File: src/pkg/fpshp_pkg.sv
// shared constants and types for the fifo parallel / serial host port
package fpshp_pkg;

	// ----------------------------------------------------------------
	// data path
	// ----------------------------------------------------------------
	localparam int DATA_W = 8;
	localparam int FIFO_DEPTH = 8;
	localparam int FIFO_LVL_W = $clog2(FIFO_DEPTH) + 1;
	localparam logic [FIFO_LVL_W-1:0] LVL_EMPTY = 4'h0;
	localparam logic [FIFO_LVL_W-1:0] LVL_ONE = 4'h1;
	localparam logic [FIFO_LVL_W-1:0] LVL_FULL = 4'h8;
	localparam logic [FIFO_LVL_W-1:0] LVL_ALMOST_FULL = 4'h7;

	// ----------------------------------------------------------------
	// clocks
	// ----------------------------------------------------------------
	localparam int SYS_CLK_MHZ = 25;
	localparam int IFCLK_NOM_MHZ = 60;
	localparam int SYNC_STAGES = 3;
	// half period of the interface clock, at least one cycle and long enough
	// for a pin change to clear the input synchroniser before the next edge
	localparam int IFCLK_HALF_RAW = (SYS_CLK_MHZ + 2 * IFCLK_NOM_MHZ - 1) / (2 * IFCLK_NOM_MHZ);
	localparam int IFCLK_HALF_CYC = (IFCLK_HALF_RAW > SYNC_STAGES + 1) ?
		IFCLK_HALF_RAW : SYNC_STAGES + 1;
	localparam int IFCLK_CNT_W = $clog2(2 * IFCLK_HALF_CYC);
	localparam logic [IFCLK_CNT_W-1:0] IFCLK_RISE_CNT = IFCLK_CNT_W'(IFCLK_HALF_CYC - 1);
	localparam logic [IFCLK_CNT_W-1:0] IFCLK_FALL_CNT = IFCLK_CNT_W'(2 * IFCLK_HALF_CYC - 1);
	localparam logic [IFCLK_CNT_W-1:0] IFCLK_CNT_ZERO = 3'h0;
	localparam logic [IFCLK_CNT_W-1:0] IFCLK_CNT_ONE = 3'h1;

	// ----------------------------------------------------------------
	// sampled pin vector layout
	// ----------------------------------------------------------------
	localparam int PIN_LINES_LSB = 0;
	localparam int PIN_FDATA_LSB = 8;
	localparam int PIN_OE = 16;
	localparam int PIN_WR = 17;
	localparam int PIN_RD = 18;
	localparam int PIN_LCLK = 19;
	localparam int PIN_SS = 20;
	localparam int PIN_W = 21;

	// ----------------------------------------------------------------
	// serial link command byte and widths
	// ----------------------------------------------------------------
	localparam int CMD_B3 = 0;
	localparam int CMD_B2 = 3;
	localparam int CMD_B1 = 5;
	localparam int CMD_B0 = 6;
	// codes reachable at every width: unused lines read as one
	localparam logic [3:0] LINK_CMD_WRITE = 4'h7;
	localparam logic [3:0] LINK_CMD_READ = 4'hf;
	localparam logic [3:0] BITS_PER_BYTE = 4'h8;
	localparam logic [3:0] BIT_CNT_ZERO = 4'h0;
	localparam logic LINK_ACK = 1'b0;
	localparam logic LINK_NAK = 1'b1;
	localparam logic [DATA_W-1:0] BYTE_ZERO = 8'h00;
	localparam logic [DATA_W-1:0] ALL_OFF = 8'hff;

	typedef enum logic [1:0] {
		WIDTH_1,
		WIDTH_2,
		WIDTH_4,
		WIDTH_8
	} fpshp_width_t;

	typedef enum logic [1:0] {
		MODE_ASYNC,
		MODE_SYNC,
		MODE_LINK
	} fpshp_mode_t;

	typedef enum logic [1:0] {
		LINK_IDLE,
		LINK_CMD,
		LINK_DATA
	} fpshp_link_t;

endpackage : fpshp_pkg

File: src/fpshp_port.sv
// host data port: sync fifo, async fifo and serial link slave modes
// Function
// - sync mode: read or write, never both
// - sync transfers on interface clock rise
// - sync mode drives continuous interface clock
// - sync only when stored mode is async
// - receive-available low means read may start
// - first byte on bus once enable low
// - burst or wait; advance after strobe sampled
// - receive-available high when buffer drained
// - write accepted when space and strobe low
// - async: transfer on strobe falling edge
// - async: no clock out, enable ignored
// - serial half-duplex slave, 1/2/4/8 lines
// - idle: write status line0, read status out
// - idle status output can be switched off
// - command phase, then data with ACK/NAK
// - width and command on first edge, 8 lines
// - priority width decode 8, 4, 2, 1
// - unused lines pulled up, read as one
// - command bits at 0,3,5,6; width 1,2,4
`timescale 1ns/1ps
`default_nettype none

module fpshp_port
	import fpshp_pkg::*;
(
	// clock and reset
	input wire logic clock,
	input wire logic rst,
	// configuration levels
	input wire logic stored_link_sel,
	input wire logic sync_mode_cmd,
	input wire logic status_enable,
	output logic [1:0] active_mode,
	// usb engine, towards host port
	input wire logic usb_rx_valid,
	output logic usb_rx_ready,
	input wire logic [DATA_W-1:0] usb_rx_data,
	// usb engine, from host port
	output logic usb_tx_valid,
	input wire logic usb_tx_ready,
	output logic [DATA_W-1:0] usb_tx_data,
	// parallel fifo pins
	output logic interface_clock_out,
	output logic rx_data_available_n,
	output logic tx_space_available_n,
	input wire logic rd_n,
	input wire logic wr_n,
	input wire logic oe_n,
	input wire logic [DATA_W-1:0] fifo_data_in,
	output logic [DATA_W-1:0] fifo_data_out,
	output logic fifo_data_oe_n,
	// serial link pins
	input wire logic ss_n,
	input wire logic link_clk,
	input wire logic [DATA_W-1:0] bidir_data_lines_in,
	output logic [DATA_W-1:0] bidir_data_lines_out,
	output logic [DATA_W-1:0] bidir_data_lines_oe_n,
	output logic miso_out,
	output logic miso_oe_n
);

	// ----------------------------------------------------------------
	// helpers
	// ----------------------------------------------------------------
	function automatic fpshp_width_t decode_width(input logic [DATA_W-1:0] l);
		if (!(&l[7:4])) begin
			return WIDTH_8;
		end else if (!(&l[3:2])) begin
			return WIDTH_4;
		end else if (!l[1]) begin
			return WIDTH_2;
		end else begin
			return WIDTH_1;
		end
	endfunction : decode_width

	function automatic logic [3:0] width_bits(input fpshp_width_t w);
		case (w)
			WIDTH_2: return 4'h2;
			WIDTH_4: return 4'h4;
			WIDTH_8: return 4'h8;
			default: return 4'h1;
		endcase
	endfunction : width_bits

	function automatic logic [DATA_W-1:0] lane_mask(input fpshp_width_t w);
		case (w)
			WIDTH_2: return 8'h03;
			WIDTH_4: return 8'h0f;
			WIDTH_8: return 8'hff;
			default: return 8'h01;
		endcase
	endfunction : lane_mask

	// lsb first: new lanes enter at the top
	function automatic logic [DATA_W-1:0] shift_in(input logic [DATA_W-1:0] sh,
		input logic [DATA_W-1:0] l, input fpshp_width_t w);
		case (w)
			WIDTH_2: return {l[1:0], sh[7:2]};
			WIDTH_4: return {l[3:0], sh[7:4]};
			WIDTH_8: return l;
			default: return {l[0], sh[7:1]};
		endcase
	endfunction : shift_in

	// ----------------------------------------------------------------
	// pin synchroniser
	// ----------------------------------------------------------------
	logic [PIN_W-1:0] s1_reg;
	logic [PIN_W-1:0] s2_reg;
	logic [PIN_W-1:0] s3_reg;
	logic [PIN_W-1:0] filt_reg;
	logic [PIN_W-1:0] prev_reg;

	wire [PIN_W-1:0] pins = {ss_n, link_clk, rd_n, wr_n, oe_n, fifo_data_in, bidir_data_lines_in};
	wire [PIN_W-1:0] agree = ~(s2_reg ^ s3_reg);
	wire [PIN_W-1:0] filt_next = (agree & s2_reg) | (~agree & filt_reg);

	always_ff @(posedge clock or posedge rst) begin
		if (rst) begin
			s1_reg <= '1;
			s2_reg <= '1;
			s3_reg <= '1;
			filt_reg <= '1;
			prev_reg <= '1;
		end else begin
			s1_reg <= pins;
			s2_reg <= s1_reg;
			s3_reg <= s2_reg;
			filt_reg <= filt_next;
			prev_reg <= filt_reg;
		end
	end

	wire f_ss_n = filt_reg[PIN_SS];
	wire f_rd_n = filt_reg[PIN_RD];
	wire f_wr_n = filt_reg[PIN_WR];
	wire f_oe_n = filt_reg[PIN_OE];
	wire [DATA_W-1:0] f_fdata = filt_reg[PIN_FDATA_LSB +: DATA_W];
	wire [DATA_W-1:0] f_lines = filt_reg[PIN_LINES_LSB +: DATA_W];
	wire rd_fall = prev_reg[PIN_RD] && !f_rd_n;
	wire wr_fall = prev_reg[PIN_WR] && !f_wr_n;
	wire lclk_rise = !prev_reg[PIN_LCLK] && filt_reg[PIN_LCLK];

	// ----------------------------------------------------------------
	// mode select
	// ----------------------------------------------------------------
	fpshp_mode_t mode_reg;
	fpshp_mode_t mode_next;

	assign mode_next = stored_link_sel ? MODE_LINK :
		(sync_mode_cmd ? MODE_SYNC : MODE_ASYNC);
	wire is_sync = (mode_reg == MODE_SYNC);
	wire is_async = (mode_reg == MODE_ASYNC);
	wire is_link = (mode_reg == MODE_LINK);
	assign active_mode = mode_reg;

	// ----------------------------------------------------------------
	// buffers
	// ----------------------------------------------------------------
	logic rx_valid;
	logic [DATA_W-1:0] rx_head;
	logic [FIFO_LVL_W-1:0] rx_level;
	logic tx_ready;
	logic [FIFO_LVL_W-1:0] tx_level;
	logic rx_pop;
	logic tx_push;
	logic [DATA_W-1:0] tx_byte;
	logic link_rx_pop;
	logic link_tx_push;

	fpshp_fifo #(.WIDTH(DATA_W), .DEPTH(FIFO_DEPTH)) rx_fifo (
		.clock(clock),
		.rst(rst),
		.in_valid(usb_rx_valid),
		.in_ready(usb_rx_ready),
		.in_data(usb_rx_data),
		.out_valid(rx_valid),
		.out_ready(rx_pop),
		.out_data(rx_head),
		.level(rx_level)
	);

	fpshp_fifo #(.WIDTH(DATA_W), .DEPTH(FIFO_DEPTH)) tx_fifo (
		.clock(clock),
		.rst(rst),
		.in_valid(tx_push),
		.in_ready(tx_ready),
		.in_data(tx_byte),
		.out_valid(usb_tx_valid),
		.out_ready(usb_tx_ready),
		.out_data(usb_tx_data),
		.level(tx_level)
	);

	// ----------------------------------------------------------------
	// parallel fifo modes
	// ----------------------------------------------------------------
	logic [IFCLK_CNT_W-1:0] ifclk_cnt_reg;
	logic ifclk_reg;
	logic rxf_reg;
	logic txe_reg;
	logic [DATA_W-1:0] fdata_out_reg;
	logic fdata_oe_n_reg;

	wire if_rise = is_sync && (ifclk_cnt_reg == IFCLK_RISE_CNT);
	wire ifclk_next = is_sync && (if_rise || (ifclk_reg && ifclk_cnt_reg != IFCLK_FALL_CNT));
	wire [IFCLK_CNT_W-1:0] ifclk_cnt_next = (!is_sync || ifclk_cnt_reg == IFCLK_FALL_CNT) ?
		IFCLK_CNT_ZERO : ifclk_cnt_reg + IFCLK_CNT_ONE;

	// a read needs the bus turned first; a turned bus blocks writes
	wire sync_rd_take = if_rise && !f_oe_n && !f_rd_n && !rxf_reg && rx_valid;
	wire sync_wr_take = if_rise && f_oe_n && !f_wr_n && !txe_reg && tx_ready;
	wire async_rd_take = is_async && rd_fall && rx_valid;
	wire async_wr_take = is_async && wr_fall && tx_ready;
	wire flag_update = if_rise || is_async;

	// flags look past the byte taken on this edge so no stale byte is offered
	wire rxf_next = (rx_level == LVL_EMPTY) ||
		((rx_level == LVL_ONE) && (sync_rd_take || async_rd_take));
	wire txe_next = (tx_level == LVL_FULL) ||
		((tx_level == LVL_ALMOST_FULL) && (sync_wr_take || async_wr_take));
	wire fdata_load = is_sync || (is_async && f_rd_n);
	wire fdata_drive = (is_sync && !f_oe_n) || (is_async && !f_rd_n);

	always_ff @(posedge clock or posedge rst) begin
		if (rst) begin
			mode_reg <= MODE_ASYNC;
			ifclk_cnt_reg <= IFCLK_CNT_ZERO;
			ifclk_reg <= 1'b0;
			rxf_reg <= 1'b1;
			txe_reg <= 1'b1;
			fdata_out_reg <= BYTE_ZERO;
			fdata_oe_n_reg <= 1'b1;
		end else begin
			mode_reg <= mode_next;
			ifclk_cnt_reg <= ifclk_cnt_next;
			ifclk_reg <= ifclk_next;
			rxf_reg <= is_link ? 1'b1 : (flag_update ? rxf_next : rxf_reg);
			txe_reg <= is_link ? 1'b1 : (flag_update ? txe_next : txe_reg);
			fdata_out_reg <= fdata_load ? rx_head : fdata_out_reg;
			fdata_oe_n_reg <= !fdata_drive;
		end
	end

	assign interface_clock_out = ifclk_reg;
	assign rx_data_available_n = rxf_reg;
	assign tx_space_available_n = txe_reg;
	assign fifo_data_out = fdata_out_reg;
	assign fifo_data_oe_n = fdata_oe_n_reg;

	// ----------------------------------------------------------------
	// serial link slave
	// ----------------------------------------------------------------
	fpshp_link_t lstate_reg;
	fpshp_link_t lstate_next;
	logic [3:0] cmd_reg;
	logic [3:0] cmd_next;
	fpshp_width_t wsel_reg;
	fpshp_width_t wsel_next;
	logic [DATA_W-1:0] sh_reg;
	logic [DATA_W-1:0] sh_next;
	logic [3:0] cnt_reg;
	logic [3:0] cnt_next;
	logic nak_reg;
	logic nak_next;
	logic [DATA_W-1:0] lines_out_reg;
	logic [DATA_W-1:0] lines_oe_n_reg;
	logic miso_reg;
	logic miso_oe_n_reg;

	wire ss_act = is_link && !f_ss_n;
	wire [3:0] cmd_rx = {f_lines[CMD_B3], f_lines[CMD_B2], f_lines[CMD_B1], f_lines[CMD_B0]};
	wire [3:0] cnt_sum = cnt_reg + width_bits(wsel_reg);
	wire byte_done = (cnt_sum == BITS_PER_BYTE);
	wire [DATA_W-1:0] sh_in = shift_in(sh_reg, f_lines, wsel_reg);
	wire [DATA_W-1:0] sh_out = sh_reg >> width_bits(wsel_reg);
	wire rd_cmd = (cmd_reg == LINK_CMD_READ);
	wire wr_cmd = (cmd_reg == LINK_CMD_WRITE);

	always_comb begin
		lstate_next = lstate_reg;
		cmd_next = cmd_reg;
		wsel_next = wsel_reg;
		sh_next = sh_reg;
		cnt_next = cnt_reg;
		nak_next = nak_reg;
		link_rx_pop = 1'b0;
		link_tx_push = 1'b0;
		case (lstate_reg)
			LINK_IDLE: begin
				nak_next = LINK_NAK;
				if (ss_act) begin
					lstate_next = LINK_CMD;
					cnt_next = BIT_CNT_ZERO;
				end
			end
			LINK_CMD: begin
				if (!ss_act) begin
					lstate_next = LINK_IDLE;
				end else if (lclk_rise) begin
					lstate_next = LINK_DATA;
					cmd_next = cmd_rx;
					wsel_next = decode_width(f_lines);
					cnt_next = BIT_CNT_ZERO;
					if (cmd_rx == LINK_CMD_READ) begin
						sh_next = rx_head;
						link_rx_pop = rx_valid;
						nak_next = !rx_valid;
					end else begin
						nak_next = !((cmd_rx == LINK_CMD_WRITE) && tx_ready);
					end
				end
			end
			LINK_DATA: begin
				if (!ss_act) begin
					lstate_next = LINK_IDLE;
				end else if (lclk_rise) begin
					cnt_next = byte_done ? BIT_CNT_ZERO : cnt_sum;
					if (wr_cmd) begin
						sh_next = sh_in;
						link_tx_push = byte_done && tx_ready;
						nak_next = !tx_ready;
					end else if (rd_cmd) begin
						sh_next = sh_out;
						if (byte_done) begin
							sh_next = rx_head;
							link_rx_pop = rx_valid;
							nak_next = !rx_valid;
						end
					end
				end
			end
			default: begin
				lstate_next = LINK_IDLE;
			end
		endcase
	end

	// idle status shares line 0 and the slave output with other slaves
	wire idle_drive = (lstate_next == LINK_IDLE) && is_link && status_enable;
	wire rd_drive = (lstate_next == LINK_DATA) && (cmd_next == LINK_CMD_READ) && !nak_next;
	wire [DATA_W-1:0] lines_out_next = idle_drive ? {7'h00, !tx_ready} : sh_next;
	wire [DATA_W-1:0] lines_oe_n_next = rd_drive ? ~lane_mask(wsel_next) :
		(idle_drive ? ~8'h01 : ALL_OFF);
	wire miso_next = idle_drive ? !rx_valid : nak_next;
	wire miso_oe_n_next = !(idle_drive || (lstate_next != LINK_IDLE && ss_act));

	always_ff @(posedge clock or posedge rst) begin
		if (rst) begin
			lstate_reg <= LINK_IDLE;
			cmd_reg <= LINK_CMD_WRITE;
			wsel_reg <= WIDTH_1;
			sh_reg <= BYTE_ZERO;
			cnt_reg <= BIT_CNT_ZERO;
			nak_reg <= LINK_NAK;
			lines_out_reg <= BYTE_ZERO;
			lines_oe_n_reg <= ALL_OFF;
			miso_reg <= LINK_NAK;
			miso_oe_n_reg <= 1'b1;
		end else begin
			lstate_reg <= lstate_next;
			cmd_reg <= cmd_next;
			wsel_reg <= wsel_next;
			sh_reg <= sh_next;
			cnt_reg <= cnt_next;
			nak_reg <= nak_next;
			lines_out_reg <= lines_out_next;
			lines_oe_n_reg <= lines_oe_n_next;
			miso_reg <= miso_next;
			miso_oe_n_reg <= miso_oe_n_next;
		end
	end

	assign bidir_data_lines_out = lines_out_reg;
	assign bidir_data_lines_oe_n = lines_oe_n_reg;
	assign miso_out = miso_reg;
	assign miso_oe_n = miso_oe_n_reg;

	// ----------------------------------------------------------------
	// buffer access merge
	// ----------------------------------------------------------------
	assign rx_pop = sync_rd_take || async_rd_take || link_rx_pop;
	assign tx_push = sync_wr_take || async_wr_take || link_tx_push;
	assign tx_byte = is_link ? sh_in : f_fdata;

endmodule : fpshp_port

`default_nettype wire

File: src/fpshp_fifo.sv
// small first-word-fall-through fifo with valid/ready on both sides
`timescale 1ns/1ps
`default_nettype none

module fpshp_fifo
	import fpshp_pkg::*;
#(
	parameter int WIDTH = DATA_W,
	parameter int DEPTH = FIFO_DEPTH
) (
	// clock and reset
	input wire logic clock,
	input wire logic rst,
	// fill side
	input wire logic in_valid,
	output logic in_ready,
	input wire logic [WIDTH-1:0] in_data,
	// drain side
	output logic out_valid,
	input wire logic out_ready,
	output logic [WIDTH-1:0] out_data,
	// occupancy
	output logic [$clog2(DEPTH):0] level
);

	localparam int AW = $clog2(DEPTH);

	logic [WIDTH-1:0] mem [DEPTH];
	logic [AW:0] wptr_reg;
	logic [AW:0] rptr_reg;

	wire push = in_valid && in_ready;
	wire pop = out_valid && out_ready;
	wire full = (wptr_reg[AW] != rptr_reg[AW]) && (wptr_reg[AW-1:0] == rptr_reg[AW-1:0]);
	wire empty = (wptr_reg == rptr_reg);

	assign in_ready = !full;
	assign out_valid = !empty;
	assign out_data = mem[rptr_reg[AW-1:0]];
	assign level = wptr_reg - rptr_reg;

	always_ff @(posedge clock) begin
		if (push) begin
			mem[wptr_reg[AW-1:0]] <= in_data;
		end
	end

	always_ff @(posedge clock or posedge rst) begin
		if (rst) begin
			wptr_reg <= '0;
			rptr_reg <= '0;
		end else begin
			wptr_reg <= wptr_reg + (AW+1)'(push);
			rptr_reg <= rptr_reg + (AW+1)'(pop);
		end
	end

endmodule : fpshp_fifo

`default_nettype wire

File: config.mk
export PLATFORM = sky130hd
export DESIGN_NAME = fpshp_port
export DESIGN_NICKNAME = d
export VERILOG_FILES = /design/src/pkg/fpshp_pkg.sv /design/src/fpshp_port.sv /design/src/fpshp_fifo.sv
export SDC_FILE = /design/constraint.sdc
export NUM_CORES = 1
export LEC_CHECK = 0
export ABC_AREA = 1
export BUFFER_PORTS_ARGS = -buffer_cell sky130_fd_sc_hd__clkbuf_2
export CAP_MARGIN = 0
export CORE_MARGIN = 10
export CORE_UTILIZATION = 54
export CTS_CLUSTER_SIZE = 12
export DETAILED_ROUTE_END_ITERATION = 7
export HOLD_SLACK_MARGIN = 0.05
export PLACE_DENSITY = 0.72
export SLEW_MARGIN = 25
export SYNTH_ARGS = -nofsm -noshare
export SYNTH_HDL_FRONTEND = slang
export SYNTH_SLANG_ARGS = --single-unit
File: constraint.sdc
create_clock -name clock -period 4.65 [get_ports clock]
set_input_delay 0.93 -clock clock [delete_from_list [all_inputs] [get_ports clock]]
set_output_delay 0.93 -clock clock [all_outputs]
set_load 0.05 [all_outputs]
==> results of run 1 <==
==> cell families (layout without fill, tap and decap cells) <==
logic type / after synthesis / count (layout) / synth area share (%)
AOI/OAI and AO/OA: 204 / 204 / 9.61
xor gates and xnor gates: 14 / 14 / 1.03
adders and majority gates: 47 / 47 / 4.65
buffers and inverters: 138 / 245 / 4.87
DFF: 283 / 283 / 66.2
and+or+nand+nor: 378 / 378 / 13.6
==> stage by stage <==
stage / total power, mW / hold WS, ps / setup slack [ps]
final: 8.78 / 352 / 971
after global routing: 9.34 / 359 / 674
after CTS: 8.81 / 354 / 833
after detailed placement: 6.68 / 347 / 838
after global placement: 6.62 / 346 / 1060
after floorplan: 5.75 / 345 / 1580
==> worst register-to-register path, stage by stage, from the launching register on <==
cell and delay, ps:
dfrtp_1 510, nor2_1 360, ha_1 250, ha_1 250
or2_2 330, nor2_4 150, nand3_2 250, clkinv_4 120
nand3_1 70, nand2_1 140, inv_1 110, nor3_1 780
==> final timing paths <==
path / endpoint / slack [ps] / depth (start not counted)
worst max-delay path: tx_fifo.mem[6][2] / 970 / 11
worst min-delay path: s2_reg[16] / 350 / 0
worst max register to register: tx_fifo.mem[6][2] / 970 / 11
worst min register to register: s2_reg[16] / 350 / 0
max in group asynchronous: sh_reg[0] / 3430 / 3
min in group asynchronous: ifclk_cnt_reg[0] / 610 / 3
==> cell usage in the layout, fill, tap and decap left out, types with 6 or more instances in the layout <==
| cell | n |
|---|---|
| a21oi_1 | 34 |
| a31oi_1 | 11 |
| buf_4 | 9 |
| clkbuf_1 | 18 |
| clkbuf_16 | 29 |
| clkbuf_2 | 77 |
| dfrtp_1 | 55 |
| dfstp_2 | 100 |
| edfxtp_1 | 128 |
| ha_1 | 24 |
| inv_1 | 89 |
| inv_2 | 11 |
| maj3_1 | 21 |
| nand2_1 | 159 |
| nand2_2 | 8 |
| nand3_1 | 31 |
| nand4_1 | 6 |
| nor2_1 | 145 |
| nor3_1 | 9 |
| o211ai_1 | 6 |
| o21ai_0 | 102 |
| o21ai_1 | 12 |
| o22ai_1 | 20 |
| xnor2_1 | 6 |
| xor2_1 | 8 |
==> final cells by class <==
class	instances	area, µm²
sequential	283	7850
multi-input combinational	643	3440
clock inverter	5	48.8
timing repair buffer	87	473
tap	280	350
fill	1710	8320
inverter	105	403
clock buffer	48	807
==> per-layer routing <==
layer	track usage, %	vias up	share of wire, %
met4	4.84	2	1.7
met5	0	-	0.027
met1	24.6	3826	44
met2	30.2	229	48
met3	3.28	36	6.3
li1	-	3770	-
==> power groups by stage <==
| stage | Clock, mW | Sequential (mW) | Combinational (mW) |
|---|---|---|---|
| finish | 2.11 | 3.40 | 3.27 |
| global route | 2.26 | 3.45 | 3.64 |
| CTS | 2.14 | 3.40 | 3.27 |
| detailed placement | 0 | 3.43 | 3.25 |
| global placement | 0 | 3.43 | 3.19 |
| floorplan | 0 | 3.65 | 2.10 |
==> impl_metrics.toml, run 1 <==
[clocking]
cts.path.max_buffers = 3
clk_latency_ps = 530
cts-hold-fix-buffers = 0
cts_tree = "yes"
htreeDepth = 1
root_buffer = "clkbuf_16"
numCtsBuffers = 29
cts_sinks = 283
post_cts_resized = 0
path_clk_slew_ps = 60
post_cts.repair.setup_buffers = 0

[logic_synthesis]
yosys.cell_types.count = 55
ys_seq_area_share_pct = 66.2
synthesis.nets = 1126
synthFlopType = "edfxtp_1"
synth_top_area_cell = "edfxtp_1"
synth_top_cells_by_area = "edfxtp_1, dfstp_2, dfrtp_1, nand2_1, nor2_1"
yosysMostFrequentCell = "nand2_1"
ys_top_cells_by_count = "nand2_1, nor2_1, edfxtp_1"
async_reset_ff_share_pct = 54.8
ys_ff_latch = 283
synth_top_area_share_pct = 32.4
avgSynthCellArea_um2 = 11.1
synth_cells = 1064
syn_area_um2 = 11800
synth-edff-count = 128
yosysWarnings = 0

[floorplan]
pin_count = 78
start_util_pct = 54.6
dieArea_um2 = 28300
fp.coreArea_um2 = 21700
die_h_um = 168
die_w_um = 168
rows = 54

[critical_path]
worstSetupStartpoint = "wsel_reg[0]"
critPathKind = "register to register"
cp-end-kind = "register"
rr_startpoint = "wsel_reg[0]"
cp_top_family = "simple AND/OR/NAND/NOR gates"
arrival_ps = 3830
path_common_cell = "ha_1"
crit_fanout = 11
worst_path_largest_cell_delay_ps = 780
crit_chain = "nor2_1 > ha_1 > ha_1 > or2_2 > nor2_4 > nand3_2 > clkinv_4 > nand3_1 > nand2_1 > inv_1 > nor3_1"
cp.required_ps = 4800
slowest_stage = "nor3_1"
critical_path.startpoint_type = "register"
worst-path-buf-inv = 2

[layout]
finalNetCount = 1211
syn2layout_area_growth_pct = 12.8
final_cell_area_um2 = 13400
fin_cells = 1451
drive_gt1_share_pct = 22.3
diodes = 0
final_util_pct = 61.6

[power]
swShare_pct = 40.5
clockPowerShare_pct = 24.0
peakVddDrop_mv = 0.494
p_seq_share_pct = 38.7
p_comb_share_pct = 37.2
p_int_mw = 5.23
p_switching_mw = 3.55
p_per_area_nw_per_um2 = 657
leakagePower_nw = 5.48

[sta]
max_freq_ghz = 0.272
hold_viol = 0
setup_violations = 0
tns_ps = 0
tightestPinTransition_ps = 1040
post-route-period-util_pct = 79.1
slew_viol_final = 0
final.setup_skew_ps = 13.1
slew_headroom_pct = 30.2
period_minus_slack_ps = 3680
rsz0062_at_grt = "false"

[hold_path]
hp-class = "register to register"
hp-start = "s1_reg[16]"

[route]
initialDrtViolationCount = 744
first_pass_iters = 6
wl_per_cell_um = 18.1
num_vias = 7863
ant_nets = 0
drc_errors = 0
wirelength_um = 26300
viasPerCell = 5.42

[placed_design]
gp_congestion = 0.894
place_area_um2 = 12500
io_buffers = 77
dp_cells = 1398
dpl.hpwl_um = 18300

[global_route]
grt_max_degree = 156
grt_pass1_wl_um = 42300
antenna_found_initial = 1
grt.overflow.total = 0
grt_pass1_vias = 7936
grt_usage_pct = 18.3

[job]
max_cap_viol_count = 0

[outcome]
status = "complete, no violations"
No activity file was read; power rests on OpenSTA's default activity.
==> run 2, diff against run 1 <==
Settings changed: CORE_UTILIZATION 54 to 60, PLACE_DENSITY 0.72 to 0.76.
Clock period 4.65 ns to 3.85 ns, I/O delays scaled along.
==> impl_metrics.toml, run 2 (synthesis gave the netlist of run 1 again) <==
[hold_path]
hp-class = "input port to register"

[clocking]
cts-hold-fix-buffers = 0
clk_latency_ps = 540
cts_tree = "yes"
root_buffer = "clkbuf_16"
cts.path.max_buffers = 3
cts_sinks = 283
post_cts.repair.setup_buffers = 0
htreeDepth = 1
post_cts_resized = 0
numCtsBuffers = 28
path_clk_slew_ps = 60

[floorplan]
dieArea_um2 = 25800
start_util_pct = 60.9
die_w_um = 161
rows = 51
die_h_um = 161
fp.coreArea_um2 = 19500
pin_count = 78

[route]
drc_errors = 0
ant_nets = 0
viasPerCell = 5.48
wl_per_cell_um = 18.4
initialDrtViolationCount = 675
num_vias = 7989
wirelength_um = 26800
first_pass_iters = 5

[job]
max_cap_viol_count = 0

[layout]
layout_common_cells = "nand2_1, nor2_1, edfxtp_1"
finalNetCount = 1232
seq_area_um2 = 7850
fin_cells = 1457
layout_commonest_cell = "nand2_1"
diodes = 0
syn2layout_area_growth_pct = 14.0
multi_input_area_um2 = 3420
drive_gt1_share_pct = 23.6
fill_cells = 1449

[critical_path]
worst_path_largest_cell_delay_ps = 570
critical_path.startpoint_type = "register"
crit_chain = "nor2_1 > ha_1 > ha_1 > or2_2 > nor2_4 > nand3_2 > clkinv_4 > nand3_1 > nand2_1 > nand2_1 > nor2_1"
slowest_stage = "nor2_1"
crit_fanout = 11
cp_top_family = "simple AND/OR/NAND/NOR gates"
critPathKind = "register to register"
worst-path-buf-inv = 1
arrival_ps = 3640
cp.required_ps = 4020
cp-end-kind = "register"

[power]
leakagePower_nw = 5.59
p_per_area_nw_per_um2 = 789
peakVddDrop_mv = 0.633

[placed_design]
io_buffers = 77
dpl.hpwl_um = 18400
gp_congestion = 0.931
dp_cells = 1405
place_ws_ps = 405

[sta]
final.setup_skew_ps = 18.2
hold_viol = 0
rsz0062_at_grt = "false"
tightestPinTransition_ps = 1050
post-route-period-util_pct = 90.3
setup_violations = 0
holdWs_ps = 313
period_minus_slack_ps = 3480
slew_headroom_pct = 29.9
slew_viol_final = 0
setup_ws_ps = 375
tns_ps = 0
max_freq_ghz = 0.288

[global_route]
grt_pass1_vias = 7967
grt_usage_pct = 20.4
grt_max_degree = 156
antenna_found_initial = 0
grt.overflow.total = 0
grt_pass1_wl_um = 42500

[outcome]
status = "complete, no violations"
-- run 2: cell types whose count changed in the layout (fill, tap and decap cells not counted), sizes merged --
cell	previous run	this run
bufinv	1	0
clkbuf	125	128
buf	10	32
clkinv	8	5
-- run 2: where the power goes --
part / internal [mW] / total, mW / switching (mW)
Clock: 1.47 / 2.53 / 1.07
Sequential: 3.77 / 4.12 / 0.353
Combinational: 1.13 / 4.00 / 2.87
Total: 6.36 / 10.7 / 4.29
-- run 2: cell type report --
cell class              instances  area share, %
clock buffers                  51           6.24
clock inverters                 1          0.120
inverters                     105           2.98
multi-input cells             643           25.4
flip-flops and latches        283           58.1
well taps                     265           2.46
repair buffers                109           4.73
-- run 2: worst reg2reg max path, cell delays in order (launching register included) --
cell and delay [ps]:
dfrtp_1 500, nor2_1 330, ha_1 240, ha_1 240, or2_2 320, nor2_4 160, nand3_2 260, clkinv_4 120
nand3_1 90, nand2_1 140, nand2_1 140, nor2_1 570
-- run 2: per-layer routing --
metal,routed length [µm],share of wire (%),GRT usage (%)
met5,0,0,0
met2,12800,48,33.3
met1,11600,43,28.1
met4,459,1.7,5.01
met3,1920,7.2,3.37
-- run 2: path summary, 6_finish.rpt --
path,startpoint,end,slack [ps],cells past startpoint
max,wsel_reg[0],tx_fifo.mem[7][5],370,11
min,ss_n,s1_reg[20],310,1
max reg2reg,wsel_reg[0],tx_fifo.mem[7][5],370,11
min reg2reg,s1_reg[4],s2_reg[4],350,0
max in group asynchronous,rst,sh_reg[7],2810,3
min in group asynchronous,rst,interface_clock_out,460,3
-- run 2: stage by stage --
| step | total power, mW | util (%) | area (µm²) |
|---|---|---|---|
| 6_report | 10.7 | 69.4 | 13500 |
| 3_5_place_dp | 8.15 | 65.0 | 12600 |
| 3_3_place_gp | 8.06 | 65.0 | 12600 |
| 4_1_cts | 10.7 | 69.4 | 13500 |
| 2_1_floorplan | 6.95 | - | 11900 |
| 5_1_grt | 11.3 | 69.4 | 13500 |
==> run 3, diff against run 2 <==
Settings changed: ABC_AREA 1 to 0, TNS_END_PERCENT set to 100.
==> impl_metrics.toml, run 3 <==
[outcome]
status = "complete, no violations"

[floorplan]
fp.coreArea_um2 = 19400
start_util_pct = 60.6
rows = 51
die_h_um = 160
dieArea_um2 = 25600
die_w_um = 160
pin_count = 78

[sta]
tns_ps = 0
setup_violations = 0
rsz0062_at_grt = "false"
max_freq_ghz = 0.282
tightestPinTransition_ps = 798
slew_viol_final = 0
slew_headroom_pct = 46.7
setup_ws_ps = 308
hold_viol = 0
period_minus_slack_ps = 3540
final.setup_skew_ps = 13.5
post-route-period-util_pct = 92.0

[logic_synthesis]
ys_ff_latch = 283
synthesis.nets = 863
async_reset_ff_share_pct = 54.8
yosysWarnings = 0
ys_seq_area_share_pct = 66.7
avgSynthCellArea_um2 = 14.7
synth_cells = 801
synthFlopType = "edfxtp_1"
synth_top_area_share_pct = 32.7
synth_top_cells_by_area = "edfxtp_1, dfstp_2, dfrtp_1, mux4_2, ha_1"
ys_top_cells_by_count = "edfxtp_1, dfstp_2, nand2_1"
yosysMostFrequentCell = "edfxtp_1"
syn_area_um2 = 11800
synth-edff-count = 128
yosys.cell_types.count = 77
synth_top_area_cell = "edfxtp_1"

[route]
first_pass_iters = 5
num_vias = 7078
wirelength_um = 26600
initialDrtViolationCount = 602
ant_nets = 0
wl_per_cell_um = 22.2
viasPerCell = 5.92
drc_errors = 0

[critical_path]
crit_chain = "inv_1 > nor2_1 > ha_1 > or3_4 > a211o_1 > o41ai_2 > nand2_1 > nor3_1 > buf_4"
slowest_stage = "o41ai_2"
critical_path.startpoint_type = "register"
crit_fanout = 8
critPathKind = "register to register"
cp_top_family = "simple AND/OR/NAND/NOR gates"
worstRegToRegCells = 9
path_depth = 9
cp.required_ps = 4090
worst_path_largest_cell_delay_ps = 530
worst-path-buf-inv = 2
cp-end-kind = "register"
arrival_ps = 3780

[clocking]
cts_tree = "yes"
numCtsBuffers = 29
path_clk_slew_ps = 60
clk_latency_ps = 540
htreeDepth = 1
cts.path.max_buffers = 3
cts-hold-fix-buffers = 0
root_buffer = "clkbuf_16"
cts_sinks = 283

[placed_design]
gp_congestion = 0.940
dp_cells = 1141
dpl.hpwl_um = 19000
place_area_um2 = 12600
place_ws_ps = 313
io_buffers = 77

[power]
peakVddDrop_mv = 0.558
p_per_area_nw_per_um2 = 744
leakagePower_nw = 5.27

[global_route]
grt.overflow.total = 0
grt_pass1_vias = 7637
antenna_found_initial = 0
grt_max_degree = 86
grt_pass1_wl_um = 42300
grt_usage_pct = 20.5

[layout]
fin_cells = 1195
syn2layout_area_growth_pct = 14.1
diodes = 0
layout_common_cells = "edfxtp_1, dfstp_2, clkbuf_2"
finalNetCount = 969
final_cell_area_um2 = 13400
layout_commonest_cell = "edfxtp_1"
drive_gt1_share_pct = 32.7

[hold_path]
hp-class = "input port to async pin"

[job]
max_cap_viol_count = 0
## run 3: cell types whose count changed after synthesis, moves of 8 or more
cell and delta:
nor2_1 -105, o22ai_1 -14, mux4_2 +34, mux2i_1 +18
inv_1 -61, nand2_1 -83, nand2_2 -8, o21ai_0 -82
nand3_1 -10, a31oi_1 -9, mux2_2 +10, inv_2 -10
## run 3: final cells by class
type                       count  area [µm²]
timing repair buffer         109         638
clock buffer                  48         827
multi-input combinational    453        3620
tap                          265         332
sequential                   283        7850
clock inverter                 6        35.0
fill                        1373        5980
inverter                      31         120
## run 3: logic make-up (layout without fill, tap and decap cells)
logic type	Yosys count	in the layout	synth area share, %
xor+xnor	18	18	1.34
simple gates	206	206	8.59
buf+inv	65	194	2.48
fa+ha+maj	47	47	4.68
flops	283	283	66.7
compound gates	120	120	7.17
mux	62	62	9.00
## run 3: final timing paths
path / to / slack [ps] / startpoint
max in group asynchronous: async pin / 2690 / rst
min: wsel_reg[0] / 250 / rst
max: tx_fifo.mem[1][0] / 310 / wsel_reg[1]
min in group clock: s1_reg[14] / 310 / fifo_data_in[6]
max reg2reg: tx_fifo.mem[1][0] / 310 / wsel_reg[1]
min reg2reg: s2_reg[2] / 350 / s1_reg[2]
## run 3: metal layers
layer,global-route usage (%),up-vias,routed length [µm]
met2,35.6,233,13500
met4,6.22,0,711
met1,25.9,3598,10800
li1,-,3192,-
met3,3.50,55,1500
met5,0,-,0
## run 3: power by group
part	internal (mW)	total [mW]	switching, mW
clock network	1.46	2.54	1.08
registers	3.70	4.03	0.331
logic	1.20	3.43	2.23
## run 3: per-stage QoR
stage	power, mW	hold WS (ps)	utilization, %
5_1_grt	10.5	274	69.2
3_3_place_gp	7.35	345	64.7
3_5_place_dp	7.48	347	64.7
6_report	9.99	248	69.2
2_1_floorplan	6.46	345	-
4_1_cts	10.0	248	69.2
## run 3: repair_timing
item                                    4_1_cts  5_1_grt
endpoints found under the setup margin        0        8
buffers inserted                              0        0
gates resized for setup                       0        1
